## src/core/slcs_pkg.sv

```systemverilog
/*
  Package for the serial-lane configuration and status register block.
  Holds offsets, field positions, reset values and link-state codes.
  Assumes a 32-bit Avalon-MM slave with byte addresses.
*/
package slcs_pkg;

  localparam int unsigned    LANES          = 8;
  localparam int unsigned    HALF_LANES     = 4;
  localparam int unsigned    ADDR_W         = 12;
  localparam int unsigned    DATA_W         = 32;

  // Register byte offsets
  localparam logic [11:0]    OFS_SERDES_CFG = 12'h510;
  localparam logic [11:0]    OFS_LANE_STS0  = 12'h51c;
  localparam logic [11:0]    OFS_LANE_STS1  = 12'h520;
  localparam logic [11:0]    OFS_IRQ_MASK   = 12'h524;

  // Field positions
  localparam int unsigned    FLD_LO         = 0;
  localparam int unsigned    FLD_HI         = 16;
  localparam int unsigned    LSE_BIT        = 16;

  // Reset values
  localparam logic [7:0]     FORCE_RST      = 8'h00;
  localparam logic           LSE_RST        = 1'h0;
  localparam logic [7:0]     FLAGS_RST      = 8'h00;
  localparam logic [31:0]    MASK_RST       = 32'h0000_0000;
  localparam logic [31:0]    UNMAPPED_RD    = 32'h0000_0000;

  // Link training state encoding seen on the ltssm_state input
  typedef enum logic [2:0] {
    SLCS_LT_DETECT    = 3'h0,
    SLCS_LT_POLLING   = 3'h1,
    SLCS_LT_CONFIG    = 3'h2,
    SLCS_LT_L0        = 3'h3,
    SLCS_LT_RECOVERY  = 3'h4,
    SLCS_LT_DISABLED  = 3'h5,
    SLCS_LT_HOT_RESET = 3'h6,
    SLCS_LT_OTHER     = 3'h7
  } slcs_ltssm_e;

endpackage : slcs_pkg

```

## src/core/slcs_lane_regs.sv

```systemverilog
/*
  Serial-lane configuration and status register block of one switch port.
  Holds receiver_detect_force, low_swing_enable and four per-lane sticky
  error fields with a level interrupt. Assumes event inputs are one-cycle
  pulses synchronous to core_clk, and that hot_reset is a non-fundamental
  reset pulse which leaves all software-sticky state alone.
*/
// Chosen here: the Avalon-MM interface to the registers.
// Behaviour
// - Per-lane bit forces far-end receiver detected
// - Even port: upper lanes only when merged
// - Odd port: upper four lanes undefined
// - Override ignored in serial-lane test mode
// - Config bit 16 selects low swing
// - Disparity error sets sticky bit, write-one clears
// - Disparity, underflow, overflow captured only in L0
// - Decode error sets sticky bit, write-one clears
// - Decode errors captured in L0/Config/Disabled/HotReset
// - Underflow sets sticky bit, write-one clears
// - Overflow sets sticky bit, write-one clears
`timescale 1ns/100ps
module slcs_lane_regs
  import slcs_pkg::*;
#(
  parameter bit ODD_PORT = 1'b0
) (
  // Clock and fundamental reset
  input  wire logic                          core_clk,
  input  wire logic                          rst_n,
  // Non-fundamental reset, keeps sticky state
  input  wire logic                          hot_reset,
  // Avalon-MM slave
  input  wire logic [slcs_pkg::ADDR_W-1:0]   avs_address,
  input  wire logic                          avs_read,
  input  wire logic                          avs_write,
  input  wire logic [slcs_pkg::DATA_W-1:0]   avs_writedata,
  input  wire logic [3:0]                    avs_byteenable,
  output logic      [slcs_pkg::DATA_W-1:0]   avs_readdata,
  output logic                               avs_waitrequest,
  // Port mode
  input  wire logic                          merged_mode,
  input  wire logic                          serdes_test_mode,
  input  wire logic [2:0]                    ltssm_state,
  // Lane receiver events
  input  wire logic [slcs_pkg::LANES-1:0]    rx_disparity_err,
  input  wire logic [slcs_pkg::LANES-1:0]    rx_decode_err,
  input  wire logic [slcs_pkg::LANES-1:0]    rx_underflow,
  input  wire logic [slcs_pkg::LANES-1:0]    rx_overflow,
  // Lane controls
  input  wire logic [slcs_pkg::LANES-1:0]    rx_detect_raw,
  output logic      [slcs_pkg::LANES-1:0]    rx_detected,
  output logic                               tx_low_swing,
  // Interrupt
  output logic                               irq
);
  import slcs_pkg::*;

  logic [LANES-1:0]  force_r;
  logic              lse_r;
  logic [LANES-1:0]  disp_r;
  logic [LANES-1:0]  dec_r;
  logic [LANES-1:0]  und_r;
  logic [LANES-1:0]  ovr_r;
  logic [31:0]       mask_r;
  logic [31:0]       rdata_r;
  logic              ack_r;
  logic [LANES-1:0]  rx_detected_r;
  logic              tx_low_swing_r;
  logic              irq_r;

  // One wait cycle: request taken on the first edge, answer on the second
  wire               req        = (avs_read | avs_write) & ~ack_r;
  wire               wr_go      = avs_write & req;
  wire               sel_cfg    = avs_address == OFS_SERDES_CFG;
  wire               sel_sts0   = avs_address == OFS_LANE_STS0;
  wire               sel_sts1   = avs_address == OFS_LANE_STS1;
  wire               sel_mask   = avs_address == OFS_IRQ_MASK;
  wire [31:0]        be_mask    = {{8{avs_byteenable[3]}}, {8{avs_byteenable[2]}},
                                   {8{avs_byteenable[1]}}, {8{avs_byteenable[0]}}};
  wire [31:0]        wdata_m    = avs_writedata & be_mask;

  // Lanes whose upper half carries meaning on this port
  wire               upper_ok   = ~ODD_PORT & merged_mode;
  wire [LANES-1:0]   lane_ok    = {{HALF_LANES{upper_ok}}, {HALF_LANES{1'b1}}};

  wire               in_l0      = ltssm_state == SLCS_LT_L0;
  wire               dec_ok     = in_l0 | (ltssm_state == SLCS_LT_CONFIG)
                                  | (ltssm_state == SLCS_LT_DISABLED)
                                  | (ltssm_state == SLCS_LT_HOT_RESET);

  wire [LANES-1:0]   disp_set   = rx_disparity_err & lane_ok & {LANES{in_l0}};
  wire [LANES-1:0]   dec_set    = rx_decode_err & lane_ok & {LANES{dec_ok}};
  wire [LANES-1:0]   und_set    = rx_underflow & lane_ok & {LANES{in_l0}};
  wire [LANES-1:0]   ovr_set    = rx_overflow & lane_ok & {LANES{in_l0}};

  wire [LANES-1:0]   clr_disp   = {LANES{wr_go & sel_sts0}} & wdata_m[FLD_LO +: LANES];
  wire [LANES-1:0]   clr_dec    = {LANES{wr_go & sel_sts0}} & wdata_m[FLD_HI +: LANES];
  wire [LANES-1:0]   clr_und    = {LANES{wr_go & sel_sts1}} & wdata_m[FLD_LO +: LANES];
  wire [LANES-1:0]   clr_ovr    = {LANES{wr_go & sel_sts1}} & wdata_m[FLD_HI +: LANES];

  wire [31:0]        cfg_word   = {15'h0000, lse_r, 8'h00, force_r};
  wire [31:0]        sts0_word  = {8'h00, dec_r, 8'h00, disp_r};
  wire [31:0]        sts1_word  = {8'h00, ovr_r, 8'h00, und_r};
  wire [31:0]        rd_mux     = sel_cfg  ? cfg_word  :
                                  sel_sts0 ? sts0_word :
                                  sel_sts1 ? sts1_word :
                                  sel_mask ? mask_r    : UNMAPPED_RD;

  // Pending unmasked sticky bits, next-cycle value so irq tracks the flags
  wire [LANES-1:0]   disp_nxt   = (disp_r & ~clr_disp) | disp_set;
  wire [LANES-1:0]   dec_nxt    = (dec_r & ~clr_dec) | dec_set;
  wire [LANES-1:0]   und_nxt    = (und_r & ~clr_und) | und_set;
  wire [LANES-1:0]   ovr_nxt    = (ovr_r & ~clr_ovr) | ovr_set;
  wire [31:0]        sts0_nxt   = {8'h00, dec_nxt, 8'h00, disp_nxt};
  wire [31:0]        sts1_nxt   = {8'h00, ovr_nxt, 8'h00, und_nxt};
  wire [31:0]        mask_nxt   = (wr_go & sel_mask) ? wdata_m | (mask_r & ~be_mask) : mask_r;
  wire               irq_nxt    = |((sts0_nxt | sts1_nxt) & mask_nxt);

  // Test mode keeps the raw detect result
  wire [LANES-1:0]   force_eff  = force_r & lane_ok & {LANES{~serdes_test_mode}};

  // Bus handshake; hot_reset does not touch software state
  always_ff @(posedge core_clk or negedge rst_n) begin
    if (!rst_n) begin
      ack_r   <= 1'b0;
      rdata_r <= UNMAPPED_RD;
    end else begin
      ack_r   <= req;
      rdata_r <= req ? rd_mux : rdata_r;
    end
  end

  // Configuration; survives hot reset
  always_ff @(posedge core_clk or negedge rst_n) begin
    if (!rst_n) begin
      force_r <= FORCE_RST;
      lse_r   <= LSE_RST;
    end else if (wr_go && sel_cfg) begin
      if (avs_byteenable[0]) force_r <= avs_writedata[FLD_LO +: LANES];
      if (avs_byteenable[2]) lse_r   <= avs_writedata[LSE_BIT];
    end
  end

  // Sticky flags: set wins over a same-cycle write-one clear
  always_ff @(posedge core_clk or negedge rst_n) begin
    if (!rst_n) begin
      disp_r <= FLAGS_RST;
      dec_r  <= FLAGS_RST;
      und_r  <= FLAGS_RST;
      ovr_r  <= FLAGS_RST;
    end else begin
      disp_r <= disp_nxt;
      dec_r  <= dec_nxt;
      und_r  <= und_nxt;
      ovr_r  <= ovr_nxt;
    end
  end

  always_ff @(posedge core_clk or negedge rst_n) begin
    if (!rst_n) begin
      mask_r         <= MASK_RST;
      irq_r          <= 1'b0;
      rx_detected_r  <= '0;
      tx_low_swing_r <= LSE_RST;
    end else begin
      mask_r         <= mask_nxt;
      irq_r          <= irq_nxt;
      rx_detected_r  <= rx_detect_raw | force_eff;
      tx_low_swing_r <= lse_r;
    end
  end

  assign avs_readdata    = rdata_r;
  assign avs_waitrequest = ~ack_r;
  assign rx_detected     = rx_detected_r;
  assign tx_low_swing    = tx_low_swing_r;
  assign irq             = irq_r;

  property p_disp_gate;
    @(posedge core_clk) disable iff (!rst_n)
      (ltssm_state != SLCS_LT_L0) && !(wr_go && sel_sts0) |=> disp_r == $past(disp_r);
  endproperty
  a_disp_gate: assert property (p_disp_gate) else $error("disparity flag set outside L0");

  property p_disp_set;
    @(posedge core_clk) disable iff (!rst_n)
      in_l0 && rx_disparity_err[0] |=> disp_r[0];
  endproperty
  a_disp_set: assert property (p_disp_set) else $error("disparity flag missed");

  property p_dec_set;
    @(posedge core_clk) disable iff (!rst_n)
      (ltssm_state == SLCS_LT_CONFIG) && rx_decode_err[1] |=> dec_r[1];
  endproperty
  a_dec_set: assert property (p_dec_set) else $error("decode flag missed in config");

  property p_dec_gate;
    @(posedge core_clk) disable iff (!rst_n)
      (ltssm_state == SLCS_LT_RECOVERY) && !dec_r[2] |=> !dec_r[2];
  endproperty
  a_dec_gate: assert property (p_dec_gate) else $error("decode flag set in recovery");

  property p_und_clr;
    @(posedge core_clk) disable iff (!rst_n)
      wr_go && sel_sts1 && avs_byteenable[0] && avs_writedata[0] && !und_set[0] |=> !und_r[0];
  endproperty
  a_und_clr: assert property (p_und_clr) else $error("underflow flag not cleared");

  property p_ovr_set;
    @(posedge core_clk) disable iff (!rst_n)
      in_l0 && rx_overflow[3] |=> ovr_r[3];
  endproperty
  a_ovr_set: assert property (p_ovr_set) else $error("overflow flag missed");

  property p_upper_gate;
    @(posedge core_clk) disable iff (!rst_n)
      !upper_ok && !und_r[7] |=> !und_r[7];
  endproperty
  a_upper_gate: assert property (p_upper_gate) else $error("upper lane set when invalid");

  property p_force;
    @(posedge core_clk) disable iff (!rst_n)
      force_r[0] && !serdes_test_mode |=> rx_detected[0];
  endproperty
  a_force: assert property (p_force) else $error("override did not force detect");

  property p_test_mode;
    @(posedge core_clk) disable iff (!rst_n)
      serdes_test_mode |=> rx_detected == $past(rx_detect_raw);
  endproperty
  a_test_mode: assert property (p_test_mode) else $error("override active in test mode");

  property p_lse;
    @(posedge core_clk) disable iff (!rst_n)
      wr_go && sel_cfg && avs_byteenable[2] |=> ##1 tx_low_swing == $past(avs_writedata[LSE_BIT], 2);
  endproperty
  a_lse: assert property (p_lse) else $error("low swing not following bit 16");

  property p_hot;
    @(posedge core_clk) disable iff (!rst_n)
      hot_reset && !avs_write |=> force_r == $past(force_r) && lse_r == $past(lse_r);
  endproperty
  a_hot: assert property (p_hot) else $error("config lost on hot reset");

endmodule : slcs_lane_regs

```

## config.mk

```make
export PLATFORM = sky130hd
export DESIGN_NAME = slcs_lane_regs
export DESIGN_NICKNAME = d
export VERILOG_FILES = /design/src/core/slcs_pkg.sv /design/src/core/slcs_lane_regs.sv
export SDC_FILE = /design/constraint.sdc
export NUM_CORES = 1
export LEC_CHECK = 0
export ABC_CLOCK_PERIOD_IN_PS = 4850
export BUFFER_PORTS_ARGS = -buffer_cell sky130_fd_sc_hd__buf_2
export CAP_MARGIN = 0
export CORE_MARGIN = 2
export CORE_UTILIZATION = 54
export DETAILED_ROUTE_END_ITERATION = 16
export PLACE_DENSITY = 0.9
export SLEW_MARGIN = 10
export SYNTH_ARGS = -nofsm -noshare
export SYNTH_HDL_FRONTEND = slang
export SYNTH_SLANG_ARGS = --single-unit
```

## constraint.sdc

```tcl
create_clock -name core_clk -period 4.85 [get_ports core_clk]
set_clock_uncertainty 0.2 [all_clocks]
set_input_delay 0.485 -clock core_clk [delete_from_list [all_inputs] [get_ports core_clk]]
set_output_delay 0.485 -clock core_clk [all_outputs]
set_load 0.02 [all_outputs]
```

==> results of run 1 <==
## Yosys cell counts, types with 2 or more instances
| master | count |
|---|---|
| nand4_1 | 2 |
| clkbuf_1 | 18 |
| a22oi_1 | 4 |
| nor2_1 | 19 |
| a21o_1 | 8 |
| and3_1 | 3 |
| a32oi_1 | 3 |
| and4_1 | 2 |
| and3b_1 | 2 |
| a21oi_1 | 5 |
| a32o_1 | 4 |
| mux2_2 | 33 |
| inv_1 | 6 |
| nand3b_1 | 3 |
| a31oi_1 | 9 |
| nor2b_1 | 2 |
| nor4_1 | 5 |
| a22o_1 | 20 |
| nand3_1 | 34 |
| nand2_1 | 95 |
| buf_1 | 4 |
| or4_1 | 3 |
| and2_1 | 2 |
| nor4b_1 | 2 |
| dfrtp_1 | 116 |
| a222oi_1 | 16 |
| o21ai_0 | 35 |
| o22ai_1 | 4 |
## worst max-delay path by stage
stage,start,to,slack [ns],depth (start not counted)
finish,ack_r,irq,1.54,7
global route,avs_address[7],irq,1.38,8
CTS,ack_r,irq,1.60,7
detailed placement,avs_address[7],irq,1.23,8
global placement,avs_address[7],irq,1.30,8
floorplan,avs_address[7],irq,1.74,8
## power groups by stage
stage / Combinational (mW) / Sequential, mW / Clock, mW
final: 0.227 / 1.04 / 1.27
after global routing: 0.247 / 1.04 / 1.32
after CTS: 0.222 / 1.04 / 1.28
after detailed placement: 0.212 / 1.05 / 0
after global placement: 0.204 / 1.05 / 0
after floorplan: 0.0761 / 1.07 / 0
## layout make-up
| class | count | area (sq um) | share of cell area (%) |
|---|---|---|---|
| Clock buffer | 18 | 418 | 6.29 |
| Clock inverter | 14 | 186 | 2.81 |
| Inverter | 7 | 26.3 | 0.396 |
| Multi-Input combinational cell | 325 | 2040 | 30.7 |
| Sequential cell | 116 | 2900 | 43.7 |
| Tap cell | 111 | 139 | 2.09 |
| Timing Repair Buffer | 164 | 931 | 14.0 |
## worst max-delay path, stage by stage, from the launching register on
cell       delay (ns)
dfrtp_1          0.38
nand3b_1         0.40
or4_1            0.81
o21ai_0          0.33
a32oi_1          0.18
a2111oi_2        0.33
nand3_1          0.14
or3_1            0.40
## routing by layer
metal / vias to the layer above / routed length (um) / part of all wire [%] / global-route usage, %
met5: - / 0 / 0 / 0
met4: 0 / 497 / 3.5 / 13.5
met3: 55 / 1320 / 9.2 / 6.73
met2: 309 / 6870 / 48 / 45.4
met1: 2206 / 5690 / 40 / 37.8
li1: 2063 / - / - / -
## through the flow
stage / total power, mW / hold slack [ns]
floorplan: 1.15 / -0.0106
global placement: 1.25 / 0.187
detailed placement: 1.26 / 0.195
CTS: 2.53 / 0.00172
global route: 2.61 / 0.000700
finish: 2.53 / 0.00966
## repair_timing
item,in CTS,in global routing
hold endpoints to repair,92,2
hold buffers,16,2
gates resized for setup,0,0
## kinds of logic (layout without fill, tap and decap cells)
group | count (synthesis) | after routing | share of synthesized area, %
and+or+nand+nor | 181 | 181 | 16.8
xor gates and xnor gates | 1 | 1 | 0.174
AOI/OAI and AO/OA | 110 | 110 | 15.8
DFF | 116 | 116 | 57.6
muxes | 33 | 33 | 7.37
buffers and inverters | 31 | 203 | 2.36
==> results.md, run 1 <==
- First-pass GRT wire length: 22200 um
- Tcrit/Tclk final: between 60% and 70%
- Max H-tree Level: 4
- Sum Neg Setup Slack: 0 ns
- Nets: between 700 and 800
- Cells after Synth: 472
- Yosys top cell by area: dfrtp_1
- Worst EP required: just over 5 ns
- Inserted Diodes: 0
- Clock buffer depth: 2
- Drt pass-1 iters: 8
- Row count: 35
- Initial DRC Count: approximately 570
- Number of nets with antenna violations after routing: 0
- Asr flop ratio synth: 100%
- Type of origin of the critical path: register
- Cell Int Power: approximately 1.9 mW
- Slew Limit Fails: 0
- Setup CP Type: register to register
- Yosys Warn Count: 0
- Layout area overhead: 31.7%
- Syn nets: 570
- Post-DP HPWL: ~9600 um
- Sw power: 605 uW
- Postcts setup bufs: 0
- Slew HR: approximately a third
- Syn Std Cell Area: ~0.005 sq mm
- Switching portion of total power: a little under a quarter
- WL final: 14400 um
- Worst min path class: primary input to register
- I/O pins: 141
- Worst setup EP type: register
- Final Core Density: a little over 70%
- Fin crit period: 3.31 ns
- Die Wd: 101 um
- Seq cells post-synth: between 100 and 150
- Register share of total power: 41.0%
- Finished Layout Cells: between 700 and 800
- R2r setup slk: between 1.5 and 2 ns
- Layout cells sized above 1: 33.5%
- Vias in the first global route: 4405
- GPL Wtd Cong: 0.891
- Drt via density: approximately 6
- Clock latency on the worst-skew pair: 0.50 ns
- Fmax: slightly above 300 MHz
- Initial Utilization: between 50% and 60%
- Core box area: 0.00915 sq mm
- R2r endpoint: irq
- R2R depth: 7
- CTS buffer count: 17
- Final setup vio count: 0
- Cell Area, Placed: 0.00586 sq mm
- Die area: 0.0101 sq mm
- Leak: 3.36 nW
- Clk sinks: 116
- Port buffer count: 139
- Sequential fraction of the synthesis area: 57.6%
- Gr ovfl total: 0
- Measured slew at the worst slew-check pin: between 0.9 and 1 ns
- Clk network pwr share: 50.0%
- Gr usage total: 28.8%
- Area share of the largest cell type after synthesis: around 58%
- Clock transition at path regs: roughly 0.060 ns
- VDD IR max: 0.240 mV
- RSZ-0062 raised after global routing: false
- Post-synth EDFFs: 0
- Post-synthesis cell type count: 41
- Main synth FF type: dfrtp_1
- Design area: around 0.0066 sq mm
- DRC: 0
- Fin. Hold Viols: 0
- Die H: 101 um
- Number of max-cap violations: 0
- Worst Path Max Fanout: 13
- Initial antenna violation count: 0
- Wire per inst: 19.0 um
- Logic pwr share: 9.0%
- DP Worst Slack: between 1 and 1.5 ns
- Vias: 4633
- Placed Cells: roughly 710
- HP Start: avs_writedata[15]
- CTS tree: yes
- Root buffer cell: clkbuf_8
- Mean post-synth cell area: 10.7 sq um
- Pwr/cell area: 381 mW/mm^2
- Final worst slack: 1.54 ns
- Status: completed
- Hold depth: 2
- R2R Path Start: ack_r
- CP arrival: 3.49 ns
- Commonest non-fill, non-tap cell in the layout: buf_2
- Number of fill cells: 624
- Most frequent cells in the layout: buf_2 (138), dfrtp_1 (116), nand2_1 (95), o21ai_0 (34), nand3_1 (34)
- Largest net degree at the start of global routing: 79
- Area contributors post-synth: dfrtp_1 (58%), mux2_2 (7.4%), nand2_1 (7.1%)
(Power assumes the default switching activity.)
==> inputs of run 2 (changes only) <==
Settings changed: ABC_AREA set to 1, ABC_CLOCK_PERIOD_IN_PS 4850 to 3400, CORE_UTILIZATION 54 to 53, PLACE_DENSITY 0.9 to 0.88.
Clock period 4.85 ns to 3.4 ns, I/O delays scaled along.
==> results.md, run 2 <==
- Status: completed
- DRC: 0
- Largest net degree at the start of global routing: between 60 and 70
- Leak: about 4 nW
- Most common cell in the netlist: nand2_1
- Syn nets: 788
- Worst min path class: primary input to register
- Number of nets with antenna violations after routing: 0
- Sequential fraction of the synthesis area: 51.4%
- Clk sinks: 116
- Row count: 37
- Final Power: between 3 and 4 mW
- Most frequent cells in the layout: nand2_1 (222), buf_2 (138), dfrtp_1 (116), dlygate4sd3_1 (77), inv_1 (73)
- Measured slew at the worst slew-check pin: 0.782 ns
- Clock transition at path regs: 0.06 ns
- Syn Std Cell Area: 0.00565 sq mm
- Drt pass-1 iters: 6
- Main synth FF type: dfrtp_1
- Clock latency on the worst-skew pair: 0.52 ns
- Most frequent cells after synthesis: nand2_1 (222), dfrtp_1 (116), inv_1 (73)
- Die Wd: 107 um
- Pwr/cell area: 436 mW/mm^2
- Inserted Diodes: 0
- Worst setup EP type: register
- Slew Limit Fails: 0
- Yosys top cell by area: dfrtp_1
- Initial DRC Count: 604
- RSZ-0062 raised after global routing: false
- Number of fill cells: 677
- VDD IR max: 0.246 mV
- Worst EP required: 3.61 ns
- Yosys Warn Count: 0
- First-pass GRT wire length: 27900 um
- Layout cells sized above 1: between 20 and 25%
- Cells after Synth: 690
- CP arrival: 2.56 ns
- Multi-input gate area: 0.00226 sq mm
- I/O pins: approximately 140
- Initial Utilization: 54.7%
- Vias: 5764
- Post-synth EDFFs: 0
- Die area: 0.0115 sq mm
- Worst Path Max Fanout: 5
- Port buffer count: 139
- Fin. Hold Viols: 0
- Wire per inst: approximately 16 um
- Setup CP Type: register to register
- Final setup vio count: 0
- Fmax: 426 MHz
- Die H: approximately 110 um
- Post-synthesis cell type count: 27
- CTS resizes: 0
- Clock buffer depth: 2
- Core box area: 0.0103 sq mm
- Postcts setup bufs: 0
- Number of max-cap violations: 0
- CTS buffer count: 17
- Initial antenna violation count: 0
- Slew HR: 47.9%
- Gr ovfl total: 0
- Seq cells post-synth: 116
- Gr usage total: 31.5%
- Max H-tree Level: 4
- Asr flop ratio synth: 100%
- Root buffer cell: clkbuf_8
- Type of origin of the critical path: register
- Nets: 1004
- Layout area overhead: 36.9%
- Sum Neg Setup Slack: 0 ns
- Area contributors post-synth: dfrtp_1 (51%), nand2_1 (15%), inv_1 (4.9%)
- CTS tree: yes
- Tcrit/Tclk final: slightly below 70%
- Vias in the first global route: approximately 5900
- Area share of the largest cell type after synthesis: around half
- WL final: between 15000 and 20000 um
- Post-DP HPWL: 10400 um
- Seq. cell area: 0.00290 sq mm
- Fin crit period: 2.35 ns
- # hold bufs at CTS: between 70 and 80
- GPL Wtd Cong: 0.846
- Drt via density: 5.46
- Commonest non-fill, non-tap cell in the layout: nand2_1
- Mean post-synth cell area: 8.18 sq um
## run 2: changes by cell type in the layout (fill, tap and decap cells not counted), moves of 9 or more
cell,delta
a31oi_1,-9
dlygate4sd3_1,+59
nand3_1,-14
a21oi_1,+9
nor2_1,+45
a22o_1,-18
nand4_1,+30
nand2_1,+127
o21ai_2,+14
mux2_2,-26
a222oi_1,-16
inv_1,+67
## run 2: worst paths after layout
check	startpoint	to	slack [ns]	cells past startpoint
setup / recovery	ack_r	irq	1.05	12
hold / removal	avs_writedata[23]	mask_r[23]	0.006	5
setup reg to reg	ack_r	irq	1.05	12
hold reg to reg	lse_r	tx_low_swing	0.18	0
max in group asynchronous	rst_n	force_r[1]	2.00	3
min in group asynchronous	rst_n	rx_detected[3]	0.25	2
## run 2: kinds of logic after synthesis
| family | synth area share (%) |
|---|---|
| AO/OA/AOI/OAI | 11.2 |
| flip-flops | 51.4 |
| AND/OR/NAND/NOR | 26.1 |
| multiplexers | 2.59 |
| XOR/XNOR | 0.155 |
| buffers and inverters | 8.55 |
## run 2: critical path, cell delays in order (launching register included)
cell and delay, ns:
dfrtp_1 0.41, nor3_4 0.24, inv_2 0.14, nor2_1 0.32
nand2_1 0.09, nand2_1 0.10, nand2_1 0.09, nor2_1 0.14
nor2_1 0.08, nor2_1 0.16, nand2_1 0.09, nor2_1 0.09
nand2_1 0.07
## run 2: power breakdown
group | total [mW] | leakage (nW) | internal, mW | switching (mW)
combinational | 0.348 | 2.54 | 0.146 | 0.202
sequential | 1.44 | 1.31 | 1.42 | 0.0223
clock | 1.58 | 0.258 | 0.897 | 0.678
## run 2: layout make-up
class                      count  share of cell area, %
multi-input combinational    461                   29.2
clock buffer                  17                   5.36
inverter                      81                   3.93
tap                          136                   2.20
timing repair buffer         229                   20.3
clock inverter                15                   1.42
sequential                   116                   37.6
## run 2: metal layers
| metal | track usage [%] | share of wire [%] | vias up |
|---|---|---|---|
| li1 | - | - | 2657 |
| met1 | 37.6 | 39 | 2662 |
| met2 | 53.2 | 48 | 355 |
| met3 | 6.93 | 8.3 | 90 |
| met4 | 16.7 | 4.6 | 0 |
| met5 | 0 | 0 | - |
## run 2: per-stage QoR
stage                     hold slack [ns]  instance area [sq um]  worst slack (ns)  utilization (%)  cells
after global placement              0.159                   6430             0.886             62.3    946
after global routing               0.0384                   7730             0.865             74.9   1055
after detailed placement            0.173                   6430             0.859             62.3    946
final                             0.00603                   7730              1.05             74.9   1055
after CTS                        0.000967                   7730              1.07             74.9   1055
after floorplan                    -0.156                   5650              1.59                -    690
